$ cat src/rtl/cise_pkg.sv
package cise_pkg;

    // Register offsets (byte addresses)
    localparam logic [11:0] REG_CTRL    = 12'h000;
    localparam logic [11:0] REG_STATUS  = 12'h004;
    localparam logic [11:0] REG_ACC     = 12'h008;
    localparam logic [11:0] REG_IDX     = 12'h00c;
    localparam logic [11:0] REG_SP      = 12'h010;
    localparam logic [11:0] REG_CC      = 12'h014;
    localparam logic [11:0] REG_PC      = 12'h018;

    // Field positions
    localparam int CTRL_RUN_BIT  = 0;
    localparam int CTRL_STEP_BIT = 1;
    localparam int STAT_BUSY_BIT = 0;
    localparam int STAT_ERR_BIT  = 1;
    localparam int CC_C = 0;
    localparam int CC_Z = 1;
    localparam int CC_N = 2;
    localparam int CC_I = 3;
    localparam int CC_H = 4;

    // Reset values
    localparam logic [7:0] SP_TOP = 8'h7f;
    localparam logic [4:0] CC_RST = 5'h08;

    // Addressing-mode nibble (opcode bits 7:4)
    localparam logic [3:0] M_RMW_DIR = 4'h3;
    localparam logic [3:0] M_ACC     = 4'h4;
    localparam logic [3:0] M_IDX     = 4'h5;
    localparam logic [3:0] M_RMW_IX1 = 4'h6;
    localparam logic [3:0] M_RMW_IX  = 4'h7;
    localparam logic [3:0] M_IMM     = 4'ha;
    localparam logic [3:0] M_DIR     = 4'hb;
    localparam logic [3:0] M_EXT     = 4'hc;
    localparam logic [3:0] M_IX2     = 4'hd;
    localparam logic [3:0] M_IX1     = 4'he;
    localparam logic [3:0] M_IX      = 4'hf;

    // Operation nibble (opcode bits 3:0)
    localparam logic [3:0] F_NEG = 4'h0;
    localparam logic [3:0] F_LSR = 4'h4;
    localparam logic [3:0] F_ROR = 4'h6;
    localparam logic [3:0] F_LSL = 4'h8;
    localparam logic [3:0] F_ROL = 4'h9;
    localparam logic [3:0] F_LDA = 4'h6;
    localparam logic [3:0] F_ORA = 4'ha;
    localparam logic [3:0] F_JSR = 4'hd;
    localparam logic [3:0] F_LDX = 4'he;

    localparam logic [7:0] OPC_RTI = 8'h80;
    localparam logic [7:0] OPC_RSP = 8'h9c;
    localparam logic [7:0] OPC_NOP = 8'h9d;

    // Documented cycle counts, a floor for each instruction
    localparam logic [2:0] CYC_INH     = 3'h1;
    localparam logic [2:0] CYC_RTI     = 3'h7;
    localparam logic [2:0] CYC_RMW_DIR = 3'h4;
    localparam logic [2:0] CYC_RMW_IX  = 3'h3;
    localparam logic [2:0] CYC_RMW_IX1 = 3'h5;
    localparam logic [2:0] CYC_IMM     = 3'h2;
    localparam logic [2:0] CYC_DIR     = 3'h3;
    localparam logic [2:0] CYC_EXT     = 3'h4;
    localparam logic [2:0] CYC_IX      = 3'h2;
    localparam logic [2:0] CYC_IX1     = 3'h4;
    localparam logic [2:0] CYC_IX2     = 3'h5;
    localparam logic [2:0] CYC_JSR_DIR = 3'h4;
    localparam logic [2:0] CYC_JSR_EXT = 3'h5;
    localparam logic [2:0] CYC_JSR_IX  = 3'h3;
    localparam logic [2:0] CYC_JSR_IX1 = 3'h4;
    localparam logic [2:0] CYC_JSR_IX2 = 3'h5;

    typedef enum logic [2:0] {
        ALU_PASS, ALU_OR, ALU_NEG, ALU_LSL, ALU_LSR, ALU_ROL, ALU_ROR
    } cise_alu_t;

    typedef enum {
        ST_IDLE, ST_FETCH, ST_RWAIT, ST_OPC, ST_BYTE2, ST_BYTE3,
        ST_EXEC, ST_DATA, ST_PUSH_HI, ST_PULL, ST_DONE
    } cise_state_t;

    function automatic logic [2:0] cise_cycles(input logic [7:0] opc);
        logic call_subroutine;
        call_subroutine = (opc[3:0] == F_JSR);
        case (opc[7:4])
            M_ACC, M_IDX, 4'h9: cise_cycles = CYC_INH;
            M_RMW_DIR:          cise_cycles = CYC_RMW_DIR;
            M_RMW_IX:           cise_cycles = CYC_RMW_IX;
            M_RMW_IX1:          cise_cycles = CYC_RMW_IX1;
            4'h8:               cise_cycles = CYC_RTI;
            M_IMM:              cise_cycles = CYC_IMM;
            M_DIR:              cise_cycles = call_subroutine ? CYC_JSR_DIR : CYC_DIR;
            M_EXT:              cise_cycles = call_subroutine ? CYC_JSR_EXT : CYC_EXT;
            M_IX2:              cise_cycles = call_subroutine ? CYC_JSR_IX2 : CYC_IX2;
            M_IX1:              cise_cycles = call_subroutine ? CYC_JSR_IX1 : CYC_IX1;
            M_IX:               cise_cycles = call_subroutine ? CYC_JSR_IX : CYC_IX;
            default:            cise_cycles = CYC_INH;
        endcase
    endfunction : cise_cycles

endpackage : cise_pkg

$ cat src/rtl/cise_alu.sv
`timescale 1ns/100ps
`default_nettype none

module cise_alu
    import cise_pkg::*;
(
    input  wire logic [7:0] a,
    input  wire logic [7:0] m,
    input  wire logic       cin,
    input  wire cise_alu_t  op,
    output logic      [7:0] res,
    output logic            n,
    output logic            z,
    output logic            c,
    output logic            c_wr
);

    always_comb begin
        res  = m;
        c    = cin;
        c_wr = 1'b1;
        case (op)
            ALU_PASS: begin
                c_wr = 1'b0;
            end
            ALU_OR: begin
                res  = a | m;
                c_wr = 1'b0;
            end
            ALU_NEG: begin
                res = 8'h00 - m;
                c   = |m;
            end
            ALU_LSL: begin
                res = {m[6:0], 1'b0};
                c   = m[7];
            end
            ALU_LSR: begin
                res = {1'b0, m[7:1]};
                c   = m[0];
            end
            ALU_ROL: begin
                res = {m[6:0], cin};
                c   = m[7];
            end
            ALU_ROR: begin
                res = {cin, m[7:1]};
                c   = m[0];
            end
            default: begin
                c_wr = 1'b0;
            end
        endcase
        n = res[7];
        z = (res == 8'h00);
    end

endmodule : cise_alu

`default_nettype wire

$ cat src/rtl/cise_exec.sv
// Overview of operation
// - Call advances PC, pushes low then high byte, SP decrements each, then jumps.
// - PC advance before the call push equals instruction length, one to three.
// - Load accumulator copies operand; N and Z from result; carry kept.
// - Load accumulator opcodes A6, B6, C6, F6, E6, D6 with cycle counts.
// - Load index copies operand into index; N and Z updated; carry kept.
// - Shift left: bit 0 gets zero, carry gets old top bit.
// - Shift left opcodes 48, 58, 38, 78, 68.
// - Shift right: bit 7 gets zero, carry gets old bit 0.
// - Shift right opcodes 44, 54, 34, 74, 64.
// - Negate gives two's complement; 80 stays 80; N and Z follow.
// - Negate sets carry when operand was nonzero, else clears it.
// - Negate opcodes 40, 50, 30, 70, 60.
// - No-operation 9D only advances PC, one cycle.
// - Inclusive OR into accumulator; N and Z from result.
// - OR opcodes AA, BA, CA, FA, EA, DA with cycle counts.
// - Rotate left: bit 0 gets old carry, carry gets old top bit.
// - Rotate left opcodes 49, 59, 39, 79, 69.
// - Rotate right: bit 7 gets old carry.
// - Return pre-increments SP; pulls CC, A, X, PC high, PC low.
// - Interrupt mask ends clear only if the pulled mask bit is zero.
//
// Added by the designer: the register addresses and register access over APB.
`timescale 1ns/100ps
`default_nettype none

module cise_exec
    import cise_pkg::*;
#(
    parameter int              AW       = 12,
    parameter logic [AW-1:0]   PC_RESET = '0
) (
    input  wire logic          pclk,
    input  wire logic          presetn,
    input  wire logic          psel,
    input  wire logic          penable,
    input  wire logic          pwrite,
    input  wire logic [11:0]   paddr,
    input  wire logic [31:0]   pwdata,
    output logic      [31:0]   prdata,
    output logic               pready,
    output logic               pslverr,
    output logic      [AW-1:0] mem_addr,
    output logic               mem_rd,
    output logic               mem_wr,
    output logic      [7:0]    mem_wdata,
    input  wire logic [7:0]    mem_rdata
);

    cise_state_t     state;
    cise_state_t     ret_state;
    logic [7:0]      acc;
    logic [7:0]      idx;
    logic [7:0]      sp;
    logic [4:0]      cc;
    logic [AW-1:0]   pc;
    logic [7:0]      opc;
    logic [7:0]      b2;
    logic [7:0]      b3;
    logic [AW-1:0]   ea_q;
    logic [2:0]      pull_cnt;
    logic [2:0]      cyc_cnt;
    logic            run;
    logic            step_req;
    logic            err;

    // Bus side helpers
    logic            apb_wr;
    logic            start_ok;
    logic            err_clr;
    logic [15:0]     pc16;

    // Decode
    logic [7:0]      dec_opc;
    logic [3:0]      hi;
    logic [3:0]      lo;
    logic [1:0]      dec_bytes;
    logic            dec_rmw;
    logic            dec_mem;
    logic            dec_legal;
    logic            dec_jsr;
    logic            dec_rd;
    cise_alu_t       dec_alu;
    logic [15:0]     ea16;

    // ALU
    logic [7:0]      alu_m;
    logic [7:0]      alu_res;
    logic            alu_n;
    logic            alu_z;
    logic            alu_c;
    logic            alu_c_wr;

    assign apb_wr   = psel & penable & pwrite & pready;
    assign start_ok = (state == ST_IDLE) & (run | step_req) & ~err & ~apb_wr;
    assign err_clr  = apb_wr & (paddr == REG_STATUS) & pwdata[STAT_ERR_BIT];
    assign pc16     = 16'(pc);

    assign dec_opc = (state == ST_OPC) ? mem_rdata : opc;
    assign hi      = dec_opc[7:4];
    assign lo      = dec_opc[3:0];

    always_comb begin
        dec_rmw   = (hi >= M_RMW_DIR) && (hi <= M_RMW_IX) &&
                    (lo == F_NEG || lo == F_LSR || lo == F_ROR || lo == F_LSL || lo == F_ROL);
        dec_mem   = (hi >= M_IMM) &&
                    (lo == F_LDA || lo == F_ORA || lo == F_LDX || (lo == F_JSR && hi != M_IMM));
        dec_legal = dec_rmw | dec_mem | (dec_opc == OPC_RTI) |
                    (dec_opc == OPC_RSP) | (dec_opc == OPC_NOP);
        dec_jsr   = dec_mem && (lo == F_JSR);
        dec_rd    = (dec_rmw && hi != M_ACC && hi != M_IDX) || (dec_mem && !dec_jsr && hi != M_IMM);
        if (hi == M_EXT || hi == M_IX2)
            dec_bytes = 2'd2;
        else if (hi == M_RMW_DIR || hi == M_RMW_IX1 || hi == M_IMM || hi == M_DIR || hi == M_IX1)
            dec_bytes = 2'd1;
        else
            dec_bytes = 2'd0;
        case (lo)
            F_NEG:   dec_alu = dec_rmw ? ALU_NEG : ALU_PASS;
            F_LSR:   dec_alu = ALU_LSR;
            F_ROR:   dec_alu = dec_rmw ? ALU_ROR : ALU_PASS;
            F_LSL:   dec_alu = ALU_LSL;
            F_ROL:   dec_alu = ALU_ROL;
            F_ORA:   dec_alu = ALU_OR;
            default: dec_alu = ALU_PASS;
        endcase
    end

    // Effective address from registered operand bytes
    always_comb begin
        case (opc[7:4])
            M_RMW_DIR, M_DIR: ea16 = {8'h00, b2};
            M_EXT:            ea16 = {b2, b3};
            M_RMW_IX, M_IX:   ea16 = {8'h00, idx};
            M_RMW_IX1, M_IX1: ea16 = 16'(b2) + 16'(idx);
            M_IX2:            ea16 = {b2, b3} + 16'(idx);
            default:          ea16 = 16'h0000;
        endcase
    end

    always_comb begin
        if (state == ST_DATA)
            alu_m = mem_rdata;
        else if (hi == M_ACC)
            alu_m = acc;
        else if (hi == M_IDX)
            alu_m = idx;
        else
            alu_m = b2;
    end

    cise_alu u_alu (
        .a    (acc),
        .m    (alu_m),
        .cin  (cc[CC_C]),
        .op   (dec_alu),
        .res  (alu_res),
        .n    (alu_n),
        .z    (alu_z),
        .c    (alu_c),
        .c_wr (alu_c_wr)
    );

    // Instruction sequencer, CPU registers and memory port
    always_ff @(posedge pclk or negedge presetn) begin
        if (!presetn) begin
            state     <= ST_IDLE;
            ret_state <= ST_IDLE;
            acc       <= 8'h00;
            idx       <= 8'h00;
            sp        <= SP_TOP;
            cc        <= CC_RST;
            pc        <= PC_RESET;
            opc       <= OPC_NOP;
            b2        <= 8'h00;
            b3        <= 8'h00;
            ea_q      <= '0;
            pull_cnt  <= 3'h0;
            cyc_cnt   <= 3'h0;
            err       <= 1'b0;
            mem_addr  <= '0;
            mem_rd    <= 1'b0;
            mem_wr    <= 1'b0;
            mem_wdata <= 8'h00;
        end else begin
            mem_rd <= 1'b0;
            mem_wr <= 1'b0;
            if (cyc_cnt != 3'h7)
                cyc_cnt <= cyc_cnt + 3'h1;
            if (err_clr)
                err <= 1'b0;
            case (state)
                ST_IDLE: begin
                    if (apb_wr && paddr == REG_ACC)
                        acc <= pwdata[7:0];
                    else if (apb_wr && paddr == REG_IDX)
                        idx <= pwdata[7:0];
                    else if (apb_wr && paddr == REG_SP)
                        sp <= pwdata[7:0];
                    else if (apb_wr && paddr == REG_CC)
                        cc <= pwdata[4:0];
                    else if (apb_wr && paddr == REG_PC)
                        pc <= pwdata[AW-1:0];
                    if (start_ok)
                        state <= ST_FETCH;
                end
                ST_FETCH: begin
                    cyc_cnt   <= 3'h1;
                    mem_addr  <= pc;
                    mem_rd    <= 1'b1;
                    ret_state <= ST_OPC;
                    state     <= ST_RWAIT;
                end
                ST_RWAIT: begin
                    state <= ret_state;
                end
                ST_OPC: begin
                    opc <= mem_rdata;
                    if (!dec_legal) begin
                        err   <= 1'b1;
                        state <= ST_IDLE;
                    end else begin
                        pc <= pc + 1'b1;
                        if (dec_bytes != 2'd0) begin
                            mem_addr  <= pc + 1'b1;
                            mem_rd    <= 1'b1;
                            ret_state <= ST_BYTE2;
                            state     <= ST_RWAIT;
                        end else begin
                            state <= ST_EXEC;
                        end
                    end
                end
                ST_BYTE2: begin
                    b2 <= mem_rdata;
                    pc <= pc + 1'b1;
                    if (dec_bytes == 2'd2) begin
                        mem_addr  <= pc + 1'b1;
                        mem_rd    <= 1'b1;
                        ret_state <= ST_BYTE3;
                        state     <= ST_RWAIT;
                    end else begin
                        state <= ST_EXEC;
                    end
                end
                ST_BYTE3: begin
                    b3    <= mem_rdata;
                    pc    <= pc + 1'b1;
                    state <= ST_EXEC;
                end
                ST_EXEC: begin
                    ea_q  <= AW'(ea16);
                    state <= ST_DONE;
                    if (opc == OPC_RSP) begin
                        sp <= SP_TOP;
                    end else if (opc == OPC_RTI) begin
                        sp        <= sp + 8'h01;
                        mem_addr  <= AW'(sp + 8'h01);
                        mem_rd    <= 1'b1;
                        pull_cnt  <= 3'h0;
                        ret_state <= ST_PULL;
                        state     <= ST_RWAIT;
                    end else if (dec_jsr) begin
                        mem_addr  <= AW'(sp);
                        mem_wdata <= pc16[7:0];
                        mem_wr    <= 1'b1;
                        sp        <= sp - 8'h01;
                        state     <= ST_PUSH_HI;
                    end else if (dec_rd) begin
                        mem_addr  <= AW'(ea16);
                        mem_rd    <= 1'b1;
                        ret_state <= ST_DATA;
                        state     <= ST_RWAIT;
                    end else if (opc != OPC_NOP) begin
                        // Register-only forms: accumulator, index, immediate
                        if (hi == M_IDX || (dec_mem && lo == F_LDX))
                            idx <= alu_res;
                        else
                            acc <= alu_res;
                        cc[CC_N] <= alu_n;
                        cc[CC_Z] <= alu_z;
                        if (alu_c_wr)
                            cc[CC_C] <= alu_c;
                    end
                end
                ST_DATA: begin
                    if (dec_rmw) begin
                        mem_addr  <= ea_q;
                        mem_wdata <= alu_res;
                        mem_wr    <= 1'b1;
                    end else if (lo == F_LDX) begin
                        idx <= alu_res;
                    end else begin
                        acc <= alu_res;
                    end
                    cc[CC_N] <= alu_n;
                    cc[CC_Z] <= alu_z;
                    if (alu_c_wr)
                        cc[CC_C] <= alu_c;
                    state <= ST_DONE;
                end
                ST_PUSH_HI: begin
                    mem_addr  <= AW'(sp);
                    mem_wdata <= pc16[15:8];
                    mem_wr    <= 1'b1;
                    sp        <= sp - 8'h01;
                    pc        <= ea_q;
                    state     <= ST_DONE;
                end
                ST_PULL: begin
                    case (pull_cnt)
                        3'h0:    cc  <= mem_rdata[4:0];
                        3'h1:    acc <= mem_rdata;
                        3'h2:    idx <= mem_rdata;
                        3'h3:    pc  <= AW'({mem_rdata, pc16[7:0]});
                        default: pc  <= AW'({pc16[15:8], mem_rdata});
                    endcase
                    if (pull_cnt == 3'h4) begin
                        state <= ST_DONE;
                    end else begin
                        pull_cnt  <= pull_cnt + 3'h1;
                        sp        <= sp + 8'h01;
                        mem_addr  <= AW'(sp + 8'h01);
                        mem_rd    <= 1'b1;
                        ret_state <= ST_PULL;
                        state     <= ST_RWAIT;
                    end
                end
                ST_DONE: begin
                    // Never finish faster than the documented count
                    if (cyc_cnt >= cise_cycles(opc))
                        state <= ST_IDLE;
                end
                default: state <= ST_IDLE;
            endcase
        end
    end

    // APB slave: one wait-free access phase
    always_ff @(posedge pclk or negedge presetn) begin
        if (!presetn) begin
            prdata  <= 32'h0000_0000;
            pready  <= 1'b0;
            pslverr <= 1'b0;
        end else if (psel && !penable) begin
            pready  <= 1'b1;
            pslverr <= 1'b0;
            if (paddr == REG_CTRL)
                prdata <= {30'h0, step_req, run};
            else if (paddr == REG_STATUS)
                prdata <= {16'h0, opc, 6'h0, err, (state != ST_IDLE)};
            else if (paddr == REG_ACC)
                prdata <= {24'h0, acc};
            else if (paddr == REG_IDX)
                prdata <= {24'h0, idx};
            else if (paddr == REG_SP)
                prdata <= {24'h0, sp};
            else if (paddr == REG_CC)
                prdata <= {27'h0, cc};
            else if (paddr == REG_PC)
                prdata <= {16'h0, pc16};
            else begin
                prdata  <= 32'h0000_0000;
                pslverr <= 1'b1;
            end
        end else begin
            pready  <= 1'b0;
            pslverr <= 1'b0;
        end
    end

    // Run control; no step request is taken in the same cycle as a new write, so a pending one stays set
    always_ff @(posedge pclk or negedge presetn) begin
        if (!presetn) begin
            run      <= 1'b0;
            step_req <= 1'b0;
        end else begin
            if (apb_wr && paddr == REG_CTRL) begin
                run      <= pwdata[CTRL_RUN_BIT];
                step_req <= pwdata[CTRL_STEP_BIT] | (step_req & ~start_ok);
            end else if (start_ok) begin
                step_req <= 1'b0;
            end
        end
    end

endmodule : cise_exec

`default_nettype wire

$ cat config.mk
export PLATFORM = sky130hd
export DESIGN_NAME = cise_exec
export DESIGN_NICKNAME = d
export VERILOG_FILES = /design/src/rtl/cise_pkg.sv /design/src/rtl/cise_alu.sv /design/src/rtl/cise_exec.sv
export SDC_FILE = /design/constraint.sdc
export NUM_CORES = 1
export LEC_CHECK = 0
export BUFFER_PORTS_ARGS = -buffer_cell sky130_fd_sc_hd__buf_2
export CORE_AREA = 2 2 120 168
export DETAILED_ROUTE_END_ITERATION = 8
export DIE_AREA = 0 0 122 170
export GPL_TIMING_DRIVEN = 0
export PLACE_DENSITY = 0.77
export SLEW_MARGIN = 20
export SYNTH_ARGS = -nofsm -noshare
export SYNTH_HDL_FRONTEND = slang
export SYNTH_SLANG_ARGS = --single-unit
$ cat constraint.sdc
create_clock -name pclk -period 3.23 [get_ports pclk]
set_input_delay 0.1615 -clock pclk [delete_from_list [all_inputs] [get_ports pclk]]
set_output_delay 0.1615 -clock pclk [all_outputs]
set_load 0.02 [all_outputs]
* Word-level counts from Yosys, hierarchy flattened
Cells that the tools add are included.
** Storage, ports and cells
- Input bits :: 57
- Flip-flop bits (word level) :: 206
- Output and inout bits :: 56
** Operators by class
- Reduce and logical (&&, ||, !) cells :: 75
- Equal/unequal tests :: 104
- $lt $le $gt $ge :: 4
- $add $sub $neg :: 9
- Multiplexer cells :: 146
- Bitwise gates (word level) :: 19
** Operators by type and width (count)
- 32-bit two-way mux :: 10
- 32-bit case mux with 10 select lines :: 1
- 8-bit two-way mux :: 36
- 12-bit two-way mux :: 20
- 32-bit by 3-bit equality test with 1-bit output, second input constant :: 5
- 32-bit case mux with 5 select lines :: 1
- 32-bit by 4-bit equality test with 1-bit output, second input constant :: 4
- 12-bit case mux with 5 select lines :: 2
- 8-bit case mux with 4 select lines :: 3
- 12-bit case mux with 7 select lines :: 1
- 4-bit equality test, second input constant :: 18
- 32-bit by 2-bit equality test with 1-bit output, second input constant :: 2
- 32-bit logical NOT :: 2
- 2-bit != test, second input constant :: 30
- 3-bit two-way mux :: 16
- 8-bit case mux with 6 select lines :: 1
- 8-bit equality test, second input constant :: 5
- 12-bit by 5-bit equality test with 1-bit output, second input constant :: 3
- 32-bit by 1-bit equality test with 1-bit output, second input constant :: 1
- 16-bit two-way mux :: 2
- 32-bit nonzero test :: 1
- 1-bit two-way mux :: 31
- 4-bit by 3-bit equality test with 1-bit output, second input constant :: 7
- 5-bit two-way mux :: 5
- 63 further kinds :: 150

* Logic depth before layout (Yosys ltp)
- Word-level depth :: 20
- Mapped depth :: 15
- Gate-level depth less buffers :: 14

* Cells and area by module
A second synthesis with hierarchy kept.
** Unflattened totals
- Cells, all modules :: 1326
- Area total of the unflattened synthesis :: 11026.8 µm²
** By module, submodules not included
- cise_exec :: area an instance 10331.2 µm², instances 1, cells an instance 1215, sequential area each 3369.5 µm²
- cise_alu :: area an instance 695.7 µm², instances 1, cells an instance 111, sequential area each 0.0 µm²

* Least setup slack after synthesis
OpenSTA, ideal clock, no wires.
- Path type :: reg-to-reg
- Start point :: reg state[2]
- End point :: reg acc[4]
- Arrival :: 3104 ps
- Data required time :: 3105 ps
- Setup slack :: 2 ps
- Path buffers :: 3
- Stages on the path, launching flop included :: 16
- Cell sequence :: dfrtp_1 buf_2 nand4bb_1 buf_4 mux2_4 buf_6 o22ai_1 o31ai_1 inv_1 ha_1 o211ai_1 nor2_1 mux2_2 a22oi_1 o21ai_0 mux2_2
** Between the ends
- Word-level cells in the longest chain between the ends :: 19
** RTL lines
- start, declared :: line cise_exec.sv:50 : cise_state_t state;
- start signal, assigned :: line cise_exec.sv:215 : state <= ret_state;
- parallel branches: the longest is 19 deep, another holds 1-bit by 8-bit subtractor with 8-bit output
- end signal, assigned :: line cise_exec.sv:195 : acc <= pwdata[7:0];
- end signal, assigned :: line cise_exec.sv:279 : acc <= alu_res;
- end signal, assigned :: line cise_exec.sv:294 : acc <= alu_res;
- end, declared :: line cise_exec.sv:52 : logic [7:0] acc;
Several ways; the timed one is not identified. The select of a mux whose other input is x is not followed.
A chain may end at the register's enable or synchronous reset.

* Worst setup path after layout
- Start point :: reg state[3]
- End point :: reg mem_wdata[4]
** Between the ends
- Word-level cells in the longest chain between the ends :: 14
** RTL lines
- parallel branches: the longest is 14 deep, another holds 1-bit by 8-bit subtractor with 8-bit output
- end signal, assigned :: line cise_exec.sv:265 : mem_wdata <= pc16[7:0];
- end signal, assigned :: line cise_exec.sv:289 : mem_wdata <= alu_res;
- end signal, assigned :: line cise_exec.sv:304 : mem_wdata <= pc16[15:8];
- end, declared :: line cise_exec.sv:46 : output logic [7:0] mem_wdata,
Several ways; the timed one is not identified. The select of a mux whose other input is x is not followed.

==> impl_metrics.tcl <==
set metrics [dict create \
    outcome "finished, violations left" \
    violations "setup timing" \
    cpPeakStageDelay_ps 390 \
    path_clk_slew_ps 70 \
    grt-ovfl-total 0 \
    max_slew_margin 0.2251 \
    grt.total_usage 0.4240 \
    cts_buffers 17 \
    synth_edf_count 0 \
    ys_ff_latch 134 \
    cp.arrival_ps 3620 \
    path_class "reg -> reg" \
    async_flop_share 1.000 \
    crit_chain "buf_6, nor4bb_4, buf_6, buf_12, mux2i_4, o21ai_1, a211oi_4, buf_4, nor2_1, mux2_4, a22oi_2, buf_4, o211ai_1, o21a_1" \
    netlist.area_leader.share 0.2910 \
    cts.sinks 134 \
    antenna_found_initial 0 \
    cts_root_buf "clkbuf_16" \
    viasPerCell 6.875 \
    critical_path.startpoint_type "flop" \
    yosys.area.top_type "dfrtp_1" \
    fin_crit_sh 1.020 \
    cp.required_ps 3560 \
    first_pass_iters 8 \
    dp.cells 1566 \
    endpoint_kind "flop" \
    first_global_vias 10830 \
    max_cap_violations 0 \
    globalplace.congestion 1.023 \
    p_sw_w 0.002466 \
    drc 0 \
    avgRoutedWirePerCell_um 26.78 \
    final_nets 1463 \
    io_pins 113 \
    drt_iter0_drc 1243 \
    hpwlAfterDp_um 32530 \
    vias 11240 \
    tns_ps -236.7 \
    core-area_um2 19140 \
    num_antenna_cells 0 \
    grt_max_degree 78 \
    hp-class "in -> reg" \
    skew_ps 12.63 \
    clockBufferDepth 2 \
    synth-seq-area-share 0.3238 \
    tightest_slew_ps 1152 \
    grt_pass1_wl_um 65000 \
    synth_warnings 0 \
    setup_violations 6 \
    fmax_mhz 303.5 \
    power_density_nw_per_um2 486.3 \
    htree_num_levels 4 \
    cts_tree "yes" \
    start_util 0.5435 \
    drt-total-wl_um 43790 \
    ir_worst_vdd_mv 0.3391 \
    p_comb_frac 0.315 \
    hold_ws_ps 27.94 \
    floorplan.rows 60 \
    io_buffers 74 \
    final.min_clock_period_ps 3295 \
    hold_viol_final 0 \
    power_switching_share 0.3985 \
    slew_violations 0 \
    p_leak_nw 5.465 \
    path_max_fanout 10 \
    crit_path_top_delay_cell "dfrtp_1" \
    clkPwrFrac 0.319 \
    area_growth_pct 22.27 \
    synth.distinct_cells 94 \
    die_w_um 122 \
    synth.cell_area_um2 10400 \
    seq_power_share 0.366 \
    rsz0062_at_grt "yes" \
    die_y_um 170 \
    ys_top_cells_by_area "dfrtp_1, nand2_1, mux2_2" \
    insertion_delay_ps 440 \
    ant_nets 0 \
    die_area_um2 20740 \
    finalNonFillerCells 1635 \
    intPower_w 0.003721 \
    synth_flop_cell "dfrtp_1" \
    drive_gt1_frac 0.2538 \
    synth.avg_cell_area_um2 8.473 \
    synthCells 1228 \
    setup_slack_ps -65.36 \
]
[routing by layer]
metal	share of wire	global-route usage	vias to the layer above	wire, um
met4	0.10	0.3388	0	4481
met5	0	0	-	0
met3	0.084	0.08244	253	3658
li1	-	-	4857	-
met2	0.47	0.7022	770	20540
met1	0.34	0.4696	5360	15100
[registers in the layout, indices dropped and copies added (netlist names), 4 cells and up]
register / cells
idx: 8
b2: 8
cc: 5
acc: 8
state: 4
mem_wdata: 8
mem_addr: 12
opc: 8
ret_state: 4
pc: 12
ea_q: 12
b3: 8
sp: 8
prdata: 16
[stage by stage]
step	instance area, um^2	utilization	power [W]	setup slack, ps
2_1_floorplan	10460	-	0.003382	1.747
3_3_place_gp	11140	0.5820	0.004096	-921.3
3_5_place_dp	11190	0.5848	0.004128	-945.0
4_1_cts	12200	0.6375	0.006083	-100.2
5_1_grt	12720	0.6646	0.006429	-159.4
6_report	12720	0.6646	0.006187	-65.36
[power groups by stage]
stage | sequential (W) | combinational (W) | clock (W)
after global routing | 0.00227 | 0.00211 | 0.00205
final | 0.00226 | 0.00195 | 0.00198
after detailed placement | 0.00227 | 0.00186 | 0
after CTS | 0.00224 | 0.00188 | 0.00196
after global placement | 0.00226 | 0.00183 | 0
after floorplan | 0.00221 | 0.00117 | 0
[synth_stat cells (19+ instances only)]
cell type,n
a22oi_1,26
nor3_1,39
dfrtp_1,121
a21oi_1,69
o21ai_0,81
mux2i_1,25
inv_1,35
nor2_1,97
ha_1,30
nand2b_1,20
a221oi_1,19
nand2_1,134
mux2_2,39
clkbuf_1,65
nand3_1,29
a21o_1,26
xnor2_1,20
[cell usage in the layout, fill, tap and decap left out, types with 10 or more instances in the layout]
master	n
a31oi_1	14
a21o_1	26
nand2b_1	19
clkbuf_16	17
buf_2	77
xor2_1	15
nand2_1	132
xnor2_1	20
a221oi_1	17
mux2i_1	17
nor2b_1	12
nor2_1	92
mux2_2	37
o21ai_0	74
buf_4	61
conb_1	16
a21oi_1	63
nor3b_1	10
dfrtp_1	119
nor3_1	28
clkbuf_1	45
nand3_1	28
ha_1	29
and3_1	12
a22o_1	16
a22oi_1	25
o22ai_1	12
o211ai_1	11
inv_1	33
a222oi_1	12
dfstp_2	13
clkbuf_2	12
[logic make-up after synthesis]
group | after synthesis | share of synthesized area
multiplexers | 68 | 0.07251
AND/OR/NAND/NOR | 414 | 0.1970
adder cells (fa/ha/maj) | 32 | 0.03992
AO/OA/AOI/OAI | 404 | 0.2741
flip-flops | 134 | 0.3238
XOR/XNOR | 35 | 0.02946
buffers and inverters | 140 | 0.06289
other | 1 | 0.0003604
[repair_timing]
item | CTS | global route
endpoints found under the setup margin | 63 | 58
resized for setup | 63 | 84
pin swaps | 12 | 20
hold buffers | 1 | 0
setup buffers | 18 | 27
endpoints found under the hold margin | 52 | 0
[critical path, delay by kind of cell, from the launching register on]
kind	cells	cell delay (ps)
AO/OA/AOI/OAI	5	990
buffers and inverters	5	890
multiplexers	2	590
flip-flops	1	390
AND/OR/NAND/NOR	2	330
[path summary, 6_finish.rpt]
check                                        startpoint                        to  slack, ps  cells after the start
worst max-delay path               state[3]$_DFFE_PN0P_  mem_wdata[4]$_DFFE_PN0P_        -70                     14
worst min-delay path                           paddr[6]         pslverr$_DFF_PN0_         30                      3
worst max register to register     state[3]$_DFFE_PN0P_  mem_wdata[4]$_DFFE_PN0P_        -70                     14
worst min register to register  mem_addr[1]$_DFFE_PN0P_   mem_addr[1]$_DFFE_PN0P_        470                      1
max in group asynchronous                       presetn         sp[0]$_DFFE_PN1P_       2180                      3
min in group asynchronous                       presetn         pc[8]$_DFFE_PN0P_        240                      2
[cell type report]
class / instances / area, um^2
plain buffers: 94 / 513.0
clock buffers: 17 / 425.4
clock inverters: 15 / 142.6
fillers: 1639 / 6421
inverters: 37 / 141.4
multi-input cells: 969 / 7037
flip-flops and latches: 134 / 3372
well taps: 248 / 310.3
repair buffers: 121 / 780.7
No activity file was read; power rests on OpenSTA's default activity.
